$ cat config.mk
export PLATFORM = sky130hd
export DESIGN_NAME = plm_port
export DESIGN_NICKNAME = d
export VERILOG_FILES = /design/src/core/plm_pkg.sv /design/src/core/plm_lane_pol.sv /design/src/core/plm_port.sv /design/src/core/plm_width_ctl.sv
export SDC_FILE = /design/constraint.sdc
export NUM_CORES = 1
export LEC_CHECK = 0
export BUFFER_PORTS_ARGS = -buffer_cell sky130_fd_sc_hd__buf_2
export CAP_MARGIN = 20
export CORE_AREA = 2 2 151 153
export DETAILED_ROUTE_END_ITERATION = 10
export DIE_AREA = 0 0 153 155
export PLACE_DENSITY_LB_ADDON = 0.3
export SLEW_MARGIN = 10
export SYNTH_ARGS = -nofsm -noshare
export SYNTH_HDL_FRONTEND = slang
export SYNTH_SLANG_ARGS = --single-unit
$ cat constraint.sdc
create_clock -name core_clk -period 3.3 [get_ports core_clk]
set_clock_uncertainty 0.1 [all_clocks]
set_input_delay 0.33 -clock core_clk [delete_from_list [all_inputs] [get_ports core_clk]]
set_output_delay 0.33 -clock core_clk [all_outputs]
set_load 0.02 [all_outputs]
$ cat src/core/plm_pkg.sv
`default_nettype none
package plm_pkg;
	localparam int LANES = 8;
	localparam int GROUP = 4;
	// Register offsets
	localparam logic [7:0] REG_SWITCH_CTRL = 8'h00;
	localparam logic [7:0] REG_LINK_CAP = 8'h04;
	localparam logic [7:0] REG_LINK_CTRL = 8'h08;
	localparam logic [7:0] REG_LINK_STATUS = 8'h0C;
	localparam logic [7:0] REG_DEV_CAP = 8'h10;
	localparam logic [7:0] REG_SLOT_CAP = 8'h14;
	localparam logic [7:0] REG_PM_CTRL = 8'h18;
	// Field positions
	localparam int UNLOCK_BIT = 0;
	localparam int MAXW_LSB = 0;
	localparam int RETRAIN_BIT = 5;
	localparam int LW_LSB = 4;
	localparam int SCALE_LSB = 18;
	localparam int VALUE_LSB = 26;
	localparam int DSTATE_LSB = 0;
	localparam logic [1:0] D3HOT = 2'h3;
	// Reset values
	localparam logic [5:0] MAXW_RST_X4 = 6'h04;
	localparam logic [5:0] MAXW_RST_X8 = 6'h08;
	localparam logic [31:0] SLOT_CAP_RST = 32'h0000_0000;
	// Training symbol window and inverted identifier symbols
	localparam logic [4:0] POL_SYM_FIRST = 5'h06;
	localparam logic [4:0] POL_SYM_LAST = 5'h10;
	localparam logic [7:0] TS1_ID_INV = 8'hB5;
	localparam logic [7:0] TS2_ID_INV = 8'hBA;

	typedef enum logic [3:0] {
		LT_DETECT = 4'h0, LT_POLLING = 4'h1, LT_CONFIG = 4'h2,
		LT_DISABLED = 4'h3, LT_LOOPBACK = 4'h4, LT_HOTRESET = 4'h5,
		LT_L0 = 4'h6, LT_L0S = 4'h7, LT_L1 = 4'h8, LT_L2 = 4'h9,
		LT_RECOVERY = 4'hA
	} plm_ltssm_t;

	typedef enum logic [2:0] {
		LS_DOWN = 3'b000, LS_L0 = 3'b001, LS_L0S = 3'b011,
		LS_L1 = 3'b010, LS_L23 = 3'b110
	} plm_lstate_t;

	typedef struct packed {
		logic ts_valid;
		logic [4:0] idx;
		logic [7:0] sym;
	} plm_rx_sym_t;

	typedef struct packed {
		logic [7:0] scale;
		logic [1:0] value;
	} plm_spl_t;
endpackage : plm_pkg
`default_nettype wire

$ cat src/core/plm_lane_pol.sv
`default_nettype none
module plm_lane_pol (
	input wire logic core_clk,
	input wire logic srst,
	input wire logic training,
	input wire plm_pkg::plm_rx_sym_t rx,
	output logic inv_q,
	output logic [7:0] data_q
);
	logic training_q;
	logic in_window;
	logic seen_inv;

	always_ff @(posedge core_clk) begin
		if (srst) begin
			training_q <= 1'b0;
		end else begin
			training_q <= training;
		end
	end

	assign in_window = rx.idx >= plm_pkg::POL_SYM_FIRST &&
		rx.idx <= plm_pkg::POL_SYM_LAST;
	assign seen_inv = training && rx.ts_valid && in_window &&
		(rx.sym == plm_pkg::TS1_ID_INV || rx.sym == plm_pkg::TS2_ID_INV);

	// RULE_24 held until retraining
	always_ff @(posedge core_clk) begin
		if (srst) begin
			inv_q <= 1'b0;
		end else if (seen_inv) begin
			// RULE_01 detect inverted lane
			inv_q <= 1'b1;
		end else if (training && !training_q) begin
			inv_q <= 1'b0;
		end
	end

	// RULE_03 per-lane correction
	always_ff @(posedge core_clk) begin
		if (srst) begin
			data_q <= 8'h00;
		end else begin
			data_q <= rx.sym ^ {8{inv_q}};
		end
	end
endmodule : plm_lane_pol
`default_nettype wire

$ cat src/core/plm_port.sv
// The plain strobed port and the address map were left to the implementer.
`default_nettype none
// How it works
// RULE_01: Lanes scan training symbols 6..16 and invert data on inversion.
// RULE_02: Transmit data is never inverted; only receivers correct polarity.
// RULE_03: Each lane decides and applies inversion on its own.
// RULE_04: Merged port trains to 8/4/2/1 lanes, unmerged to 4/2/1.
// RULE_05: Negotiated width appears in the link status register.
// RULE_06: Max width field is writable only while unlock bit is set.
// RULE_07: Max width field holds the lane count directly: 2, 4 or 8.
// RULE_08: A new max width applies only at the next training.
// RULE_09: Narrow merged port powers down idle group, parks idle lanes in L1.
// RULE_10: Narrow unmerged port parks idle lanes in L1.
// RULE_11: A disabled port powers down all its lanes.
// RULE_12: Automatic lane reversal mapping follows configured max width.
// RULE_13: Upstream retrain write forces Recovery only while unlocked.
// RULE_14: Downstream retrain write forces Recovery regardless of unlock.
// RULE_15: On link down drop queued packets, flag targeted ones unsupported.
// RULE_16: Bridge config accesses still complete while downstream link down.
// RULE_17: On link up advertise credits sized from ingress queue sizes.
// RULE_18: Upstream captures slot power message scale and value fields.
// RULE_19: Downstream sends slot power message on slot cap write while up.
// RULE_20: Downstream sends slot power message when link comes up.
// RULE_21: L2/L3 ready follows turn-off acknowledge; no packets in it.
// RULE_22: L1 entered automatically or when function is placed in D3hot.
// RULE_23: Detect through Hot-Reset training states count as link down.
// RULE_24: Lane inversion holds until retraining, cleared by reset.
module plm_port #(
	parameter bit IS_UPSTREAM = 1'b0,
	parameter logic [7:0] FC_HDR_CREDITS = 8'h10,
	parameter logic [11:0] FC_DATA_CREDITS = 12'h080
) (
	input wire logic core_clk,
	input wire logic srst,
	input wire logic [7:0] reg_addr,
	input wire logic [31:0] reg_wdata,
	input wire logic reg_wr,
	input wire logic reg_rd,
	output logic [31:0] reg_rdata_q,
	input wire plm_pkg::plm_ltssm_t ltssm_state,
	input wire logic merged,
	input wire logic port_en,
	input wire logic [3:0] partner_width,
	input wire logic rev_detect,
	input wire plm_pkg::plm_rx_sym_t [7:0] lane_rx,
	input wire logic [7:0] tx_data_in,
	input wire logic aspm_l1_req,
	input wire logic pme_turnoff_ack,
	input wire logic spl_rx_valid,
	input wire plm_pkg::plm_spl_t spl_rx,
	output logic [7:0] rx_inv_q,
	output logic [7:0][7:0] rx_data_q,
	output logic [7:0] tx_data_q,
	output logic [5:0] width_q,
	output logic [7:0] lane_pd_q,
	output logic [7:0] lane_l1_q,
	output logic [7:0][2:0] lane_map_q,
	output logic retrain_q,
	output logic link_up_q,
	output plm_pkg::plm_lstate_t lstate_q,
	output logic discard_q,
	output logic ur_mode_q,
	output logic bridge_cfg_ok_q,
	output logic fc_adv_q,
	output logic [7:0] fc_hdr_q,
	output logic [11:0] fc_data_q,
	output logic spl_send_q,
	output plm_pkg::plm_spl_t spl_tx_q,
	output logic l1_req_q,
	output logic tlp_block_q
);
	logic unlock_q;
	logic [5:0] maxw_q;
	logic [1:0] dstate_q;
	plm_pkg::plm_spl_t cap_q;
	logic [31:0] slot_cap_q;
	logic training;
	logic training_q;
	logic down_now;
	logic train_done;
	logic wr_maxw;
	logic wr_retrain;
	logic wr_slot;
	logic went_up;
	logic went_down;
	plm_pkg::plm_lstate_t lstate_d;

	function automatic logic is_link_down(input plm_pkg::plm_ltssm_t s);
		case (s)
			plm_pkg::LT_DETECT, plm_pkg::LT_POLLING, plm_pkg::LT_CONFIG,
			plm_pkg::LT_DISABLED, plm_pkg::LT_LOOPBACK,
			plm_pkg::LT_HOTRESET: is_link_down = 1'b1;
			default: is_link_down = 1'b0;
		endcase
	endfunction : is_link_down

	function automatic logic hit(input logic [7:0] a, input logic [7:0] off);
		hit = a == off;
	endfunction : hit

	// RULE_23 training states are link down
	assign down_now = is_link_down(ltssm_state);
	assign training = is_link_down(ltssm_state);
	assign train_done = training_q && !training;
	assign went_up = !down_now && !link_up_q;
	assign went_down = down_now && link_up_q;

	always_ff @(posedge core_clk) begin
		if (srst) begin
			training_q <= 1'b0;
		end else begin
			training_q <= training;
		end
	end

	genvar g;
	generate
		for (g = 0; g < plm_pkg::LANES; g++) begin : g_lane
			plm_lane_pol u_pol (
				.core_clk(core_clk),
				.srst(srst),
				.training(training),
				.rx(lane_rx[g]),
				.inv_q(rx_inv_q[g]),
				.data_q(rx_data_q[g])
			);
		end
	endgenerate

	// RULE_02 transmit path untouched
	always_ff @(posedge core_clk) begin
		if (srst) begin
			tx_data_q <= 8'h00;
		end else begin
			tx_data_q <= tx_data_in;
		end
	end

	plm_width_ctl u_width (
		.core_clk(core_clk),
		.srst(srst),
		.merged(merged),
		.port_en(port_en),
		.train_start(training && !training_q),
		.train_done(train_done),
		.partner_width(partner_width),
		.rev_detect(rev_detect),
		.maxw_field(maxw_q),
		.width_q(width_q),
		.lane_pd_q(lane_pd_q),
		.lane_l1_q(lane_l1_q),
		.lane_map_q(lane_map_q)
	);

	assign wr_maxw = reg_wr && hit(reg_addr, plm_pkg::REG_LINK_CAP);
	assign wr_retrain = reg_wr && hit(reg_addr, plm_pkg::REG_LINK_CTRL) &&
		reg_wdata[plm_pkg::RETRAIN_BIT];
	assign wr_slot = reg_wr && hit(reg_addr, plm_pkg::REG_SLOT_CAP);

	always_ff @(posedge core_clk) begin
		if (srst) begin
			unlock_q <= 1'b0;
			dstate_q <= 2'h0;
			slot_cap_q <= plm_pkg::SLOT_CAP_RST;
		end else if (reg_wr) begin
			if (hit(reg_addr, plm_pkg::REG_SWITCH_CTRL)) begin
				unlock_q <= reg_wdata[plm_pkg::UNLOCK_BIT];
			end
			if (hit(reg_addr, plm_pkg::REG_PM_CTRL)) begin
				dstate_q <= reg_wdata[plm_pkg::DSTATE_LSB +: 2];
			end
			if (wr_slot) begin
				slot_cap_q <= reg_wdata;
			end
		end
	end

	// RULE_06 RULE_07 locked lane-count field
	always_ff @(posedge core_clk) begin
		if (srst) begin
			maxw_q <= merged ? plm_pkg::MAXW_RST_X8 : plm_pkg::MAXW_RST_X4;
		end else if (wr_maxw && unlock_q) begin
			maxw_q <= reg_wdata[plm_pkg::MAXW_LSB +: 6];
		end
	end

	// RULE_13 RULE_14 retrain into Recovery
	always_ff @(posedge core_clk) begin
		if (srst) begin
			retrain_q <= 1'b0;
		end else begin
			retrain_q <= wr_retrain && (!IS_UPSTREAM || unlock_q);
		end
	end

	// RULE_15 link down handling
	always_ff @(posedge core_clk) begin
		if (srst) begin
			link_up_q <= 1'b0;
			discard_q <= 1'b0;
			ur_mode_q <= 1'b1;
		end else begin
			link_up_q <= !down_now;
			discard_q <= went_down;
			ur_mode_q <= down_now;
		end
	end

	// RULE_16 bridge config stays reachable
	always_ff @(posedge core_clk) begin
		if (srst) begin
			bridge_cfg_ok_q <= 1'b0;
		end else begin
			bridge_cfg_ok_q <= !IS_UPSTREAM || !down_now;
		end
	end

	// RULE_17 credit advertisement
	always_ff @(posedge core_clk) begin
		if (srst) begin
			fc_adv_q <= 1'b0;
			fc_hdr_q <= 8'h00;
			fc_data_q <= 12'h000;
		end else begin
			fc_adv_q <= went_up;
			if (went_up) begin
				fc_hdr_q <= FC_HDR_CREDITS;
				fc_data_q <= FC_DATA_CREDITS;
			end
		end
	end

	// RULE_18 capture slot power limit
	always_ff @(posedge core_clk) begin
		if (srst) begin
			cap_q <= '0;
		end else if (IS_UPSTREAM && spl_rx_valid) begin
			cap_q <= spl_rx;
		end
	end

	// RULE_19 RULE_20 send slot power limit
	always_ff @(posedge core_clk) begin
		if (srst) begin
			spl_send_q <= 1'b0;
			spl_tx_q <= '0;
		end else begin
			spl_send_q <= !IS_UPSTREAM && ((wr_slot && link_up_q &&
				!down_now) || went_up);
			spl_tx_q.scale <= wr_slot ?
				reg_wdata[plm_pkg::SCALE_LSB +: 8] :
				slot_cap_q[plm_pkg::SCALE_LSB +: 8];
			spl_tx_q.value <= wr_slot ?
				reg_wdata[plm_pkg::VALUE_LSB +: 2] :
				slot_cap_q[plm_pkg::VALUE_LSB +: 2];
		end
	end

	// RULE_22 L1 from ASPM or D3hot
	always_ff @(posedge core_clk) begin
		if (srst) begin
			l1_req_q <= 1'b0;
		end else begin
			l1_req_q <= !down_now && lstate_q != plm_pkg::LS_L23 &&
				(aspm_l1_req || dstate_q == plm_pkg::D3HOT);
		end
	end

	// RULE_21 L2/L3 ready after acknowledge
	always_comb begin
		lstate_d = lstate_q;
		case (lstate_q)
			plm_pkg::LS_L23: begin
				if (down_now) begin
					lstate_d = plm_pkg::LS_DOWN;
				end
			end
			default: begin
				if (down_now) begin
					lstate_d = plm_pkg::LS_DOWN;
				end else if (pme_turnoff_ack) begin
					lstate_d = plm_pkg::LS_L23;
				end else if (ltssm_state == plm_pkg::LT_L0S) begin
					lstate_d = plm_pkg::LS_L0S;
				end else if (ltssm_state == plm_pkg::LT_L1) begin
					lstate_d = plm_pkg::LS_L1;
				end else begin
					lstate_d = plm_pkg::LS_L0;
				end
			end
		endcase
	end

	always_ff @(posedge core_clk) begin
		if (srst) begin
			lstate_q <= plm_pkg::LS_DOWN;
			tlp_block_q <= 1'b1;
		end else begin
			lstate_q <= lstate_d;
			tlp_block_q <= lstate_d == plm_pkg::LS_L23 ||
				lstate_d == plm_pkg::LS_DOWN;
		end
	end

	// RULE_05 width in status register
	always_ff @(posedge core_clk) begin
		if (srst) begin
			reg_rdata_q <= 32'h0000_0000;
		end else if (!reg_rd) begin
			reg_rdata_q <= 32'h0000_0000;
		end else begin
			case (reg_addr)
				plm_pkg::REG_SWITCH_CTRL: reg_rdata_q <= 32'(unlock_q);
				plm_pkg::REG_LINK_CAP: reg_rdata_q <= 32'(maxw_q);
				plm_pkg::REG_LINK_STATUS:
					reg_rdata_q <= 32'(width_q) << plm_pkg::LW_LSB;
				plm_pkg::REG_DEV_CAP:
					reg_rdata_q <= (32'(cap_q.scale) << plm_pkg::SCALE_LSB) |
						(32'(cap_q.value) << plm_pkg::VALUE_LSB);
				plm_pkg::REG_SLOT_CAP: reg_rdata_q <= slot_cap_q;
				plm_pkg::REG_PM_CTRL: reg_rdata_q <= 32'(dstate_q);
				default: reg_rdata_q <= 32'h0000_0000;
			endcase
		end
	end

	chk_maxw_locked: assert property ( // RULE_06
		@(posedge core_clk) disable iff (srst)
		wr_maxw && !unlock_q |=> $stable(maxw_q))
		else $error("max width changed while locked");
	chk_retrain_lock: assert property ( // RULE_13
		@(posedge core_clk) disable iff (srst)
		wr_retrain && IS_UPSTREAM && !unlock_q |=> !retrain_q)
		else $error("upstream retrain taken while locked");
	chk_retrain_dn: assert property ( // RULE_14
		@(posedge core_clk) disable iff (srst)
		wr_retrain && !IS_UPSTREAM |=> retrain_q)
		else $error("downstream retrain lost");
	chk_down_discard: assert property ( // RULE_15
		@(posedge core_clk) disable iff (srst)
		went_down |=> discard_q && ur_mode_q)
		else $error("link down not handled");
	chk_credit_adv: assert property ( // RULE_17
		@(posedge core_clk) disable iff (srst)
		went_up |=> fc_adv_q && fc_hdr_q == FC_HDR_CREDITS)
		else $error("credits not advertised");
	chk_spl_up: assert property ( // RULE_20
		@(posedge core_clk) disable iff (srst)
		went_up && !IS_UPSTREAM |=> spl_send_q)
		else $error("slot power message missing on link up");
	chk_spl_capture: assert property ( // RULE_18
		@(posedge core_clk) disable iff (srst)
		IS_UPSTREAM && spl_rx_valid |=> cap_q == $past(spl_rx))
		else $error("slot power fields not captured");
	chk_l23_block: assert property ( // RULE_21
		@(posedge core_clk) disable iff (srst)
		lstate_q == plm_pkg::LS_L23 |-> tlp_block_q &&
		($past(pme_turnoff_ack) || $past(lstate_q) == plm_pkg::LS_L23))
		else $error("L2/L3 ready entered or left open wrongly");
	chk_d3_l1: assert property ( // RULE_22
		@(posedge core_clk) disable iff (srst)
		dstate_q == plm_pkg::D3HOT && !down_now &&
		lstate_q != plm_pkg::LS_L23 |=> l1_req_q)
		else $error("D3hot did not request L1");
	chk_width_rd: assert property ( // RULE_05
		@(posedge core_clk) disable iff (srst)
		reg_rd && reg_addr == plm_pkg::REG_LINK_STATUS |=>
		reg_rdata_q[plm_pkg::LW_LSB +: 6] == $past(width_q))
		else $error("status width mismatch");
endmodule : plm_port
`default_nettype wire

$ cat src/core/plm_width_ctl.sv
`default_nettype none
module plm_width_ctl (
	input wire logic core_clk,
	input wire logic srst,
	input wire logic merged,
	input wire logic port_en,
	input wire logic train_start,
	input wire logic train_done,
	input wire logic [3:0] partner_width,
	input wire logic rev_detect,
	input wire logic [5:0] maxw_field,
	output logic [5:0] width_q,
	output logic [7:0] lane_pd_q,
	output logic [7:0] lane_l1_q,
	output logic [7:0][2:0] lane_map_q
);
	logic [5:0] maxw_lat_q;
	logic [5:0] width_d;
	logic [7:0] own;
	logic [7:0] used;
	logic [7:0][2:0] map_d;

	function automatic logic [5:0] pick_width(input logic [5:0] lim);
		if (lim >= 6'h08) begin
			pick_width = 6'h08;
		end else if (lim >= 6'h04) begin
			pick_width = 6'h04;
		end else if (lim >= 6'h02) begin
			pick_width = 6'h02;
		end else begin
			pick_width = 6'h01;
		end
	endfunction : pick_width

	// RULE_08 max width sampled at training
	always_ff @(posedge core_clk) begin
		if (srst) begin
			maxw_lat_q <= plm_pkg::MAXW_RST_X4;
		end else if (train_start) begin
			maxw_lat_q <= maxw_field;
		end
	end

	// RULE_04 widths 8/4/2/1 under caps
	always_comb begin
		width_d = merged ? 6'h08 : 6'h04;
		if (maxw_lat_q < width_d) begin
			width_d = maxw_lat_q;
		end
		if ({2'b00, partner_width} < width_d) begin
			width_d = {2'b00, partner_width};
		end
		width_d = pick_width(width_d);
	end

	always_ff @(posedge core_clk) begin
		if (srst) begin
			width_q <= 6'h00;
		end else if (train_done) begin
			width_q <= width_d;
		end
	end

	assign own = merged ? 8'hFF : 8'h0F;
	assign used = 8'((9'h001 << width_q[3:0]) - 9'h001);

	// RULE_09 RULE_10 RULE_11 lane power
	always_ff @(posedge core_clk) begin
		if (srst) begin
			lane_pd_q <= 8'h00;
			lane_l1_q <= 8'h00;
		end else if (!port_en) begin
			lane_pd_q <= own;
			lane_l1_q <= 8'h00;
		end else if (merged && width_q != 6'h08 && width_q != 6'h00) begin
			lane_pd_q <= 8'hF0;
			lane_l1_q <= 8'h0F & ~used;
		end else if (width_q != 6'h00) begin
			lane_pd_q <= 8'h00;
			lane_l1_q <= own & ~used;
		end else begin
			lane_pd_q <= 8'h00;
			lane_l1_q <= 8'h00;
		end
	end

	// RULE_12 reversal over max width
	always_comb begin
		for (int p = 0; p < plm_pkg::LANES; p++) begin
			map_d[p] = 3'(p);
			if (rev_detect && 6'(p) < maxw_lat_q) begin
				map_d[p] = 3'(maxw_lat_q - 6'(p) - 6'h01);
			end
		end
	end

	always_ff @(posedge core_clk) begin
		if (srst) begin
			for (int p = 0; p < plm_pkg::LANES; p++) begin
				lane_map_q[p] <= 3'(p);
			end
		end else if (train_done) begin
			lane_map_q <= map_d;
		end
	end
endmodule : plm_width_ctl
`default_nettype wire

**Yosys cells after proc, flatten, opt, wreduce, memory -nomap -nowiden**

Cells that the tools add are included.

- Output and inout port bits: 200
- Input bits: 188
- Word-level logic and storage cells: 270
- Bits in registers: 229

- Mux-type cells: 41
- Shifts and indexed selects: 1
- Add/subtract/negate cells: 15
- Reductions and logical operators: 89
- Bitwise gates (word level): 13
- $lt $le $gt $ge: 29
- Eq/ne operators: 33

Operator list:

| cell | number |
|---|---|
| one-hot mux 32 bit (5 select lines) | 1 |
| == test 8 bit, second input constant | 16 |
| bitwise XOR 8 bit | 8 |
| logical AND 1 bit | 55 |
| >= comparator 5 x 3 -> 1 bit, second input constant | 8 |
| less-or-equal comparator 5 bit, second input constant | 8 |
| 2-to-1 mux 3 bit | 12 |
| 2-to-1 mux 6 bit | 6 |
| 2-to-1 mux 8 bit | 4 |
| less-than comparator 3 x 6 -> 1 bit, first input constant | 4 |
| subtractor 3 x 1 -> 3 bit, second input constant | 8 |
| nonzero test 2 bit | 9 |
| == test 8 x 4 -> 1 bit, second input constant | 2 |
| == test 8 x 5 -> 1 bit, second input constant | 2 |
| == test 4 x 3 -> 1 bit, second input constant | 3 |
| less-than comparator 1 x 6 -> 1 bit, first input constant | 2 |
| less-than comparator 2 x 6 -> 1 bit, first input constant | 2 |
| 2-to-1 mux 4 bit | 3 |
| subtractor 3 bit, second input constant | 4 |
| logical OR 1 bit | 11 |
| 2-to-1 mux 1 bit | 11 |
| AND 8 bit | 1 |
| == test 4 x 2 -> 1 bit, second input constant | 2 |
| == test 8 x 3 -> 1 bit, second input constant | 1 |
| other kinds (26) | 38 |

**Longest topological paths before layout**

- Word-level depth: 9
- Gate-level depth with buffers: 11
- Depth with buffers taken out: 11

**Modules after synthesis**

Synthesis repeated with hierarchy kept, for this count alone.

- Cell total of the unflattened synthesis: 921
- Area total of the unflattened synthesis: 9321.4 sq um

Modules (own cells, without submodules):

| module | instances | seq. area each (sq um) | cells each | area an instance (sq um) |
|---|---|---|---|---|
| plm_port | 1 | 2162.1 | 384 | 3988.8 |
| plm_lane_pol | 8 | 200.2 | 39 | 412.9 |
| plm_width_ctl | 1 | 880.8 | 225 | 2029.4 |

**Worst setup path before layout**

OpenSTA, ideal clock, no wires.

- Path kind: input to register
- Start: input merged
- End: register u_width.width_q[0]
- Library setup time: 74 ps
- Data required time: 3126 ps
- Stages: 10
- Arrival time: 2450 ps
- Setup slack: 676 ps
- Path buffers: 0
- Path through: inv_1 -> ha_1 -> o41ai_1 -> a21boi_1 -> ha_1 -> o211ai_1 -> nand3b_1 -> o21a_1 -> or4_1 -> a31oi_1

- Word-level cells in the longest chain between the ends: 9
- Elaborated cells on any way between the ends: 11
- Those cells by class: 5 x order compare; 6 x mux

Ends and longest elaborated chain:

| what | line | text |
|---|---|---|
| start, declared | plm_port.sv:41 | `input wire logic merged,` |
| 2-to-1 mux 4 bit (*) | plm_width_ctl.sv:46 | `width_d = merged ? 6'h08 : 6'h04;` |
| less-than comparator 6 x 4 -> 1 bit | plm_width_ctl.sv:47 | `if (maxw_lat_q < width_d) begin` |
| 2-to-1 mux 6 bit (*) | plm_width_ctl.sv:47 |  |
| less-than comparator 4 x 6 -> 1 bit | plm_width_ctl.sv:50 | `if ({2'b00, partner_width} < width_d) begin` |
| 2-to-1 mux 6 bit (*) | plm_width_ctl.sv:50 |  |
| >= comparator 6 x 2 -> 1 bit | plm_width_ctl.sv:28 | `end else if (lim >= 6'h02) begin` |
| 2-to-1 mux 2 bit | plm_width_ctl.sv:28 |  |
| 2-to-1 mux 6 bit | plm_width_ctl.sv:26 | `end else if (lim >= 6'h04) begin` |
| 2-to-1 mux 6 bit (*) | plm_width_ctl.sv:24 | `if (lim >= 6'h08) begin` |
| end signal, assigned | plm_width_ctl.sv:60 | `width_q <= width_d;` |
| end, declared | plm_width_ctl.sv:12 | `output logic [5:0] width_q,` |

Mark *: on every way between the ends. The rest lies on a longest branch, timed or not.
A chain may end at the register's enable or synchronous reset.

**Worst setup path in the final report**

- Start: register u_width.maxw_lat_q[3]
- End: register u_width.width_q[0]

- Word-level cells in the longest chain between the ends: 8
- Elaborated cells on any way between the ends: 10
- Those cells by class: 5 x order compare; 5 x mux

Ends and longest elaborated chain:

| what | line | text |
|---|---|---|
| start, declared | plm_width_ctl.sv:17 | `logic [5:0] maxw_lat_q;` |
| start signal, assigned | plm_width_ctl.sv:38 | `maxw_lat_q <= plm_pkg::MAXW_RST_X4;` |
| start signal, assigned | plm_width_ctl.sv:40 | `maxw_lat_q <= maxw_field;` |
| less-than comparator 6 x 4 -> 1 bit | plm_width_ctl.sv:47 |  |
| 2-to-1 mux 6 bit (*) | plm_width_ctl.sv:47 |  |
| less-than comparator 4 x 6 -> 1 bit | plm_width_ctl.sv:50 |  |
| 2-to-1 mux 6 bit (*) | plm_width_ctl.sv:50 |  |
| >= comparator 6 x 2 -> 1 bit | plm_width_ctl.sv:28 |  |
| 2-to-1 mux 2 bit | plm_width_ctl.sv:28 |  |
| 2-to-1 mux 6 bit | plm_width_ctl.sv:26 |  |
| 2-to-1 mux 6 bit (*) | plm_width_ctl.sv:24 |  |

Marked as above.

==> results by group <==
Critical path
  – CP top delay family: compound AO/OA/AOI/OAI gates
  – Worst r2r src: u_width.maxw_lat_q[3]
  – Worst path slowest cell: o41ai_1
  – CP cell instances: ha_1 > o41ai_1 > a21boi_1 > ha_1 > nand2_1 > nand2_2 > o21a_1 > or4_1 > a31oi_1
  – R2r endpoint: u_width.width_q[0]
  – Worst path bufs/invs: 0
  – Worst Reg-to-Reg Cells: 9
  – Crit path DAT: 3210 ps
  – Critical path's most frequent cell: ha_1
  – WP data required: 3630 ps
  – WS Path Type: reg -> reg
  – CP Capture Type: flip-flop
  – CP Max Fanout: 8
  – R2R setup slack: 420 ps
  – CP Launch Type: flip-flop
  – Slowest Stage Delay on Critical Path: 430 ps

Worst hold path
  – Worst Hold Depth: 3
  – WHS Endpoint: g_lane[1].u_pol.data_q[2]
  – Hold_sp: lane_rx[16]
  – Worst min-delay path category: in -> reg

Drt
  – WL final: about 25 mm
  – Vias/cell: 4.718
  – Initial DRC Count: 303
  – Wire per inst: 15.21 µm
  – Vias post-DR: between 7000 and 8000
  – Antenna viol nets, final: 0
  – Drc violations: 0
  – DRT Pass-1 Iters: 4

Floorplan
  – Die area: roughly 24000 µm²
  – Die X: 153 µm
  – I/O Pins: 388
  – Die height: 155 µm
  – Num rows: 55
  – CORE AREA: 22230 µm²
  – Starting Density: 0.3837

Job
  – Maxcap violations: 0

Clocking
  – Clk_lat worst skew: 510 ps
  – CTS tree: yes
  – TritonCTS Buffers: 24
  – CTS Buffer Depth: 3
  – CTS sink cnt: about 220
  – Clk pin slew, worst setup/hold paths: 60 ps
  – CTS root buf: clkbuf_16
  – Post_cts resized: 0
  – Depth of the CTS H-tree: 1

Synth
  – Synth Warn #: 0
  – Cells after Synth: approximately 910
  – Syn_area_per_cell: 9.331 µm²
  – Ys async rst share: 0
  – Synth unique cells: slightly above 60
  – Synth Cell Area: 8528 µm²
  – Post-synth EDFFs: 6
  – Synthesized flop and latch total: around 220
  – Top_reg_cell synth: dfxtp_1
  – Sequential fraction of the synthesis area: 0.5258

Place
  – GP Congestion: around 0.81
  – Hpwl dp: 17.77 mm
  – Dpl cells: around 1500
  – Port-buffer cells: 356

Global route
  – Vias in the first global route: slightly above 7000
  – First-pass GRT wire length: 38.07 mm
  – Total gr overflow: 0
  – Total GRT Usage: 0.1971
  – Antenna violations before repair: 0
  – Largest net degree at the start of global routing: 77

Timing
  – Slew HR: 0.3929
  – Min Tclk post-route: 2883 ps
  – Maximum clock frequency: approximately 0.35 GHz
  – RSZ-0062 raised after global routing: no
  – Setup violations, final: 0
  – Slew @ Worst Pin: between 900 and 1000 ps
  – Fin. max-slew vios: 0
  – Final Hold Viols: 0
  – Fin crit share: 0.8735
  – Setup TNS: 0 ps

Layout
  – Filler cells: 2049
  – Diode count: 0
  – Fin cells: 1647
  – Final net count: 1542
  – Area grow syn2layout: 42.68%
  – Share of cells above drive strength 1: 0.3076
  – Final Core Density: 0.5474

Power
  – Leakage: roughly 5.4 nW
  – Power Dens Cells: 514.1 nW/µm²
  – Worst vdd ir: between 0.3 and 0.4 mV

Run status
  – Status: finished, final reports clean
==> worst max-delay path by stage <==
stage                                startpoint                  to  slack [ps]  depth (start not counted)
after floorplan                          merged  u_width.width_q[0]         680                         10
after global placement                   merged  u_width.width_q[0]         360                         11
after detailed placement                 merged  u_width.width_q[0]         280                         11
after CTS                 u_width.maxw_lat_q[3]  u_width.width_q[0]         440                          9
after global routing      u_width.maxw_lat_q[3]  u_width.width_q[0]         180                          9
final                     u_width.maxw_lat_q[3]  u_width.width_q[0]         420                          9
==> worst min-delay path, cell delays in order <==
cell	delay [ps]
buf_2	120
xnor2_1	60
nor2_1	80
==> per-stage QoR <==
stage	cell area [µm²]	power, W	hold slack, ps	worst slack (ps)
floorplan	8611	0.003254	296.7	675.6
global placement	10340	0.003518	333.9	357.0
detailed placement	10340	0.003526	340.7	284.8
CTS	12170	0.006325	0.009437	444.4
global route	12170	0.006524	9.128	180.3
finish	12170	0.006255	21.07	417.4
==> final cells by class <==
class / instances / area, µm² / share of cell area
clock inverter: 5 / 53.80 / 0.004422
sequential: 221 / 4484 / 0.3685
inverter: 9 / 33.78 / 0.002776
clock buffer: 38 / 754.5 / 0.06201
tap: 285 / 356.6 / 0.02931
multi-input combinational: 621 / 3605 / 0.2962
timing repair buffer: 468 / 2880 / 0.2367
==> synth_stat cells (2+ instances only) <==
library cell,number,area [µm²]
nor4b_4,2,47.55
o41ai_1,7,61.31
o31ai_1,2,15.01
nor2b_1,18,112.6
nor4b_1,3,26.28
buf_2,9,45.04
and2_1,27,168.9
a211oi_1,8,60.06
inv_1,9,33.78
o21ai_1,3,15.01
nor4_1,10,62.56
xnor2_1,66,578.1
a21oi_1,75,375.4
mux2i_1,7,70.07
o211ai_1,6,45.04
nor3_2,3,30.03
a31oi_1,3,18.77
nor2_1,117,439.2
o21a_1,2,15.01
dfxtp_1,215,4304
nand3_1,6,30.03
o22ai_1,5,31.28
nand2_1,109,409.1
nor3b_1,3,22.52
nor4bb_1,14,140.1
a32oi_1,3,26.28
nand2b_1,2,12.51
a2bb2oi_1,2,17.52
a22oi_1,6,45.04
a21o_1,4,30.03
mux2_2,2,22.52
clkbuf_1,34,127.6
o21ai_0,17,85.08
xor2_1,4,35.03
buf_4,40,300.3
nand4_1,11,68.82
edfxtp_1,6,180.2
nand2_2,2,12.51
nor3_1,19,95.09
and3_1,3,18.77
ha_1,9,112.6
==> timing repair <==
item,CTS,global route
hold buffers,102,0
hold endpoints to repair,114,0
buffers inserted,0,0
==> logic make-up (layout without fill, tap and decap cells) <==
kind of cell	Yosys count	after routing	share of synthesized area
xor gates and xnor gates	70	70	0.07189
other	1	23	0.0004397
adders and majority gates	9	9	0.01320
buffers and inverters	94	520	0.06118
DFF	221	221	0.5258
and+or+nand+nor	360	360	0.2104
muxes	9	9	0.01086
AOI/OAI and AO/OA	150	150	0.1062
==> registers in the layout, indices dropped and copies added (netlist names), 3 cells and up <==
signal and flops:
tx_data_q 8, u_width.width_q 4, g_lane.u_pol.inv_q 8, maxw_q 6
u_width.lane_map_q 24, u_width.maxw_lat_q 6, spl_tx_q 10, g_lane.u_pol.data_q 64
reg_rdata_q 32, slot_cap_q 32, lstate_q 3, u_width.lane_l1_q 8
==> report_power, final <==
| part | total, W | internal, W | switching (W) |
|---|---|---|---|
| clock | 0.00269 | 0.00164 | 0.00105 |
| combinational | 0.000761 | 0.000335 | 0.000426 |
| sequential | 0.00280 | 0.00276 | 0.0000393 |
| total | 0.00626 | 0.00474 | 0.00152 |
==> per-layer routing <==
layer,global-route usage,share of wire
met3,0.03788,0.062
met2,0.3643,0.52
met1,0.2331,0.40
met5,0,0
met4,0.05556,0.025
==> placed cells by master, fill, tap and decap left out, drive strengths merged, types with 20 or more instances in the layout <==
cell type	instances
nand2	111
clkbuf	38
buf	366
nor3	22
dfxtp	215
o21ai	20
xnor2	66
conb	23
nor2	118
a21oi	75
dlygate4sd3	102
and2	27
Power figures use the tool's default switching activity.
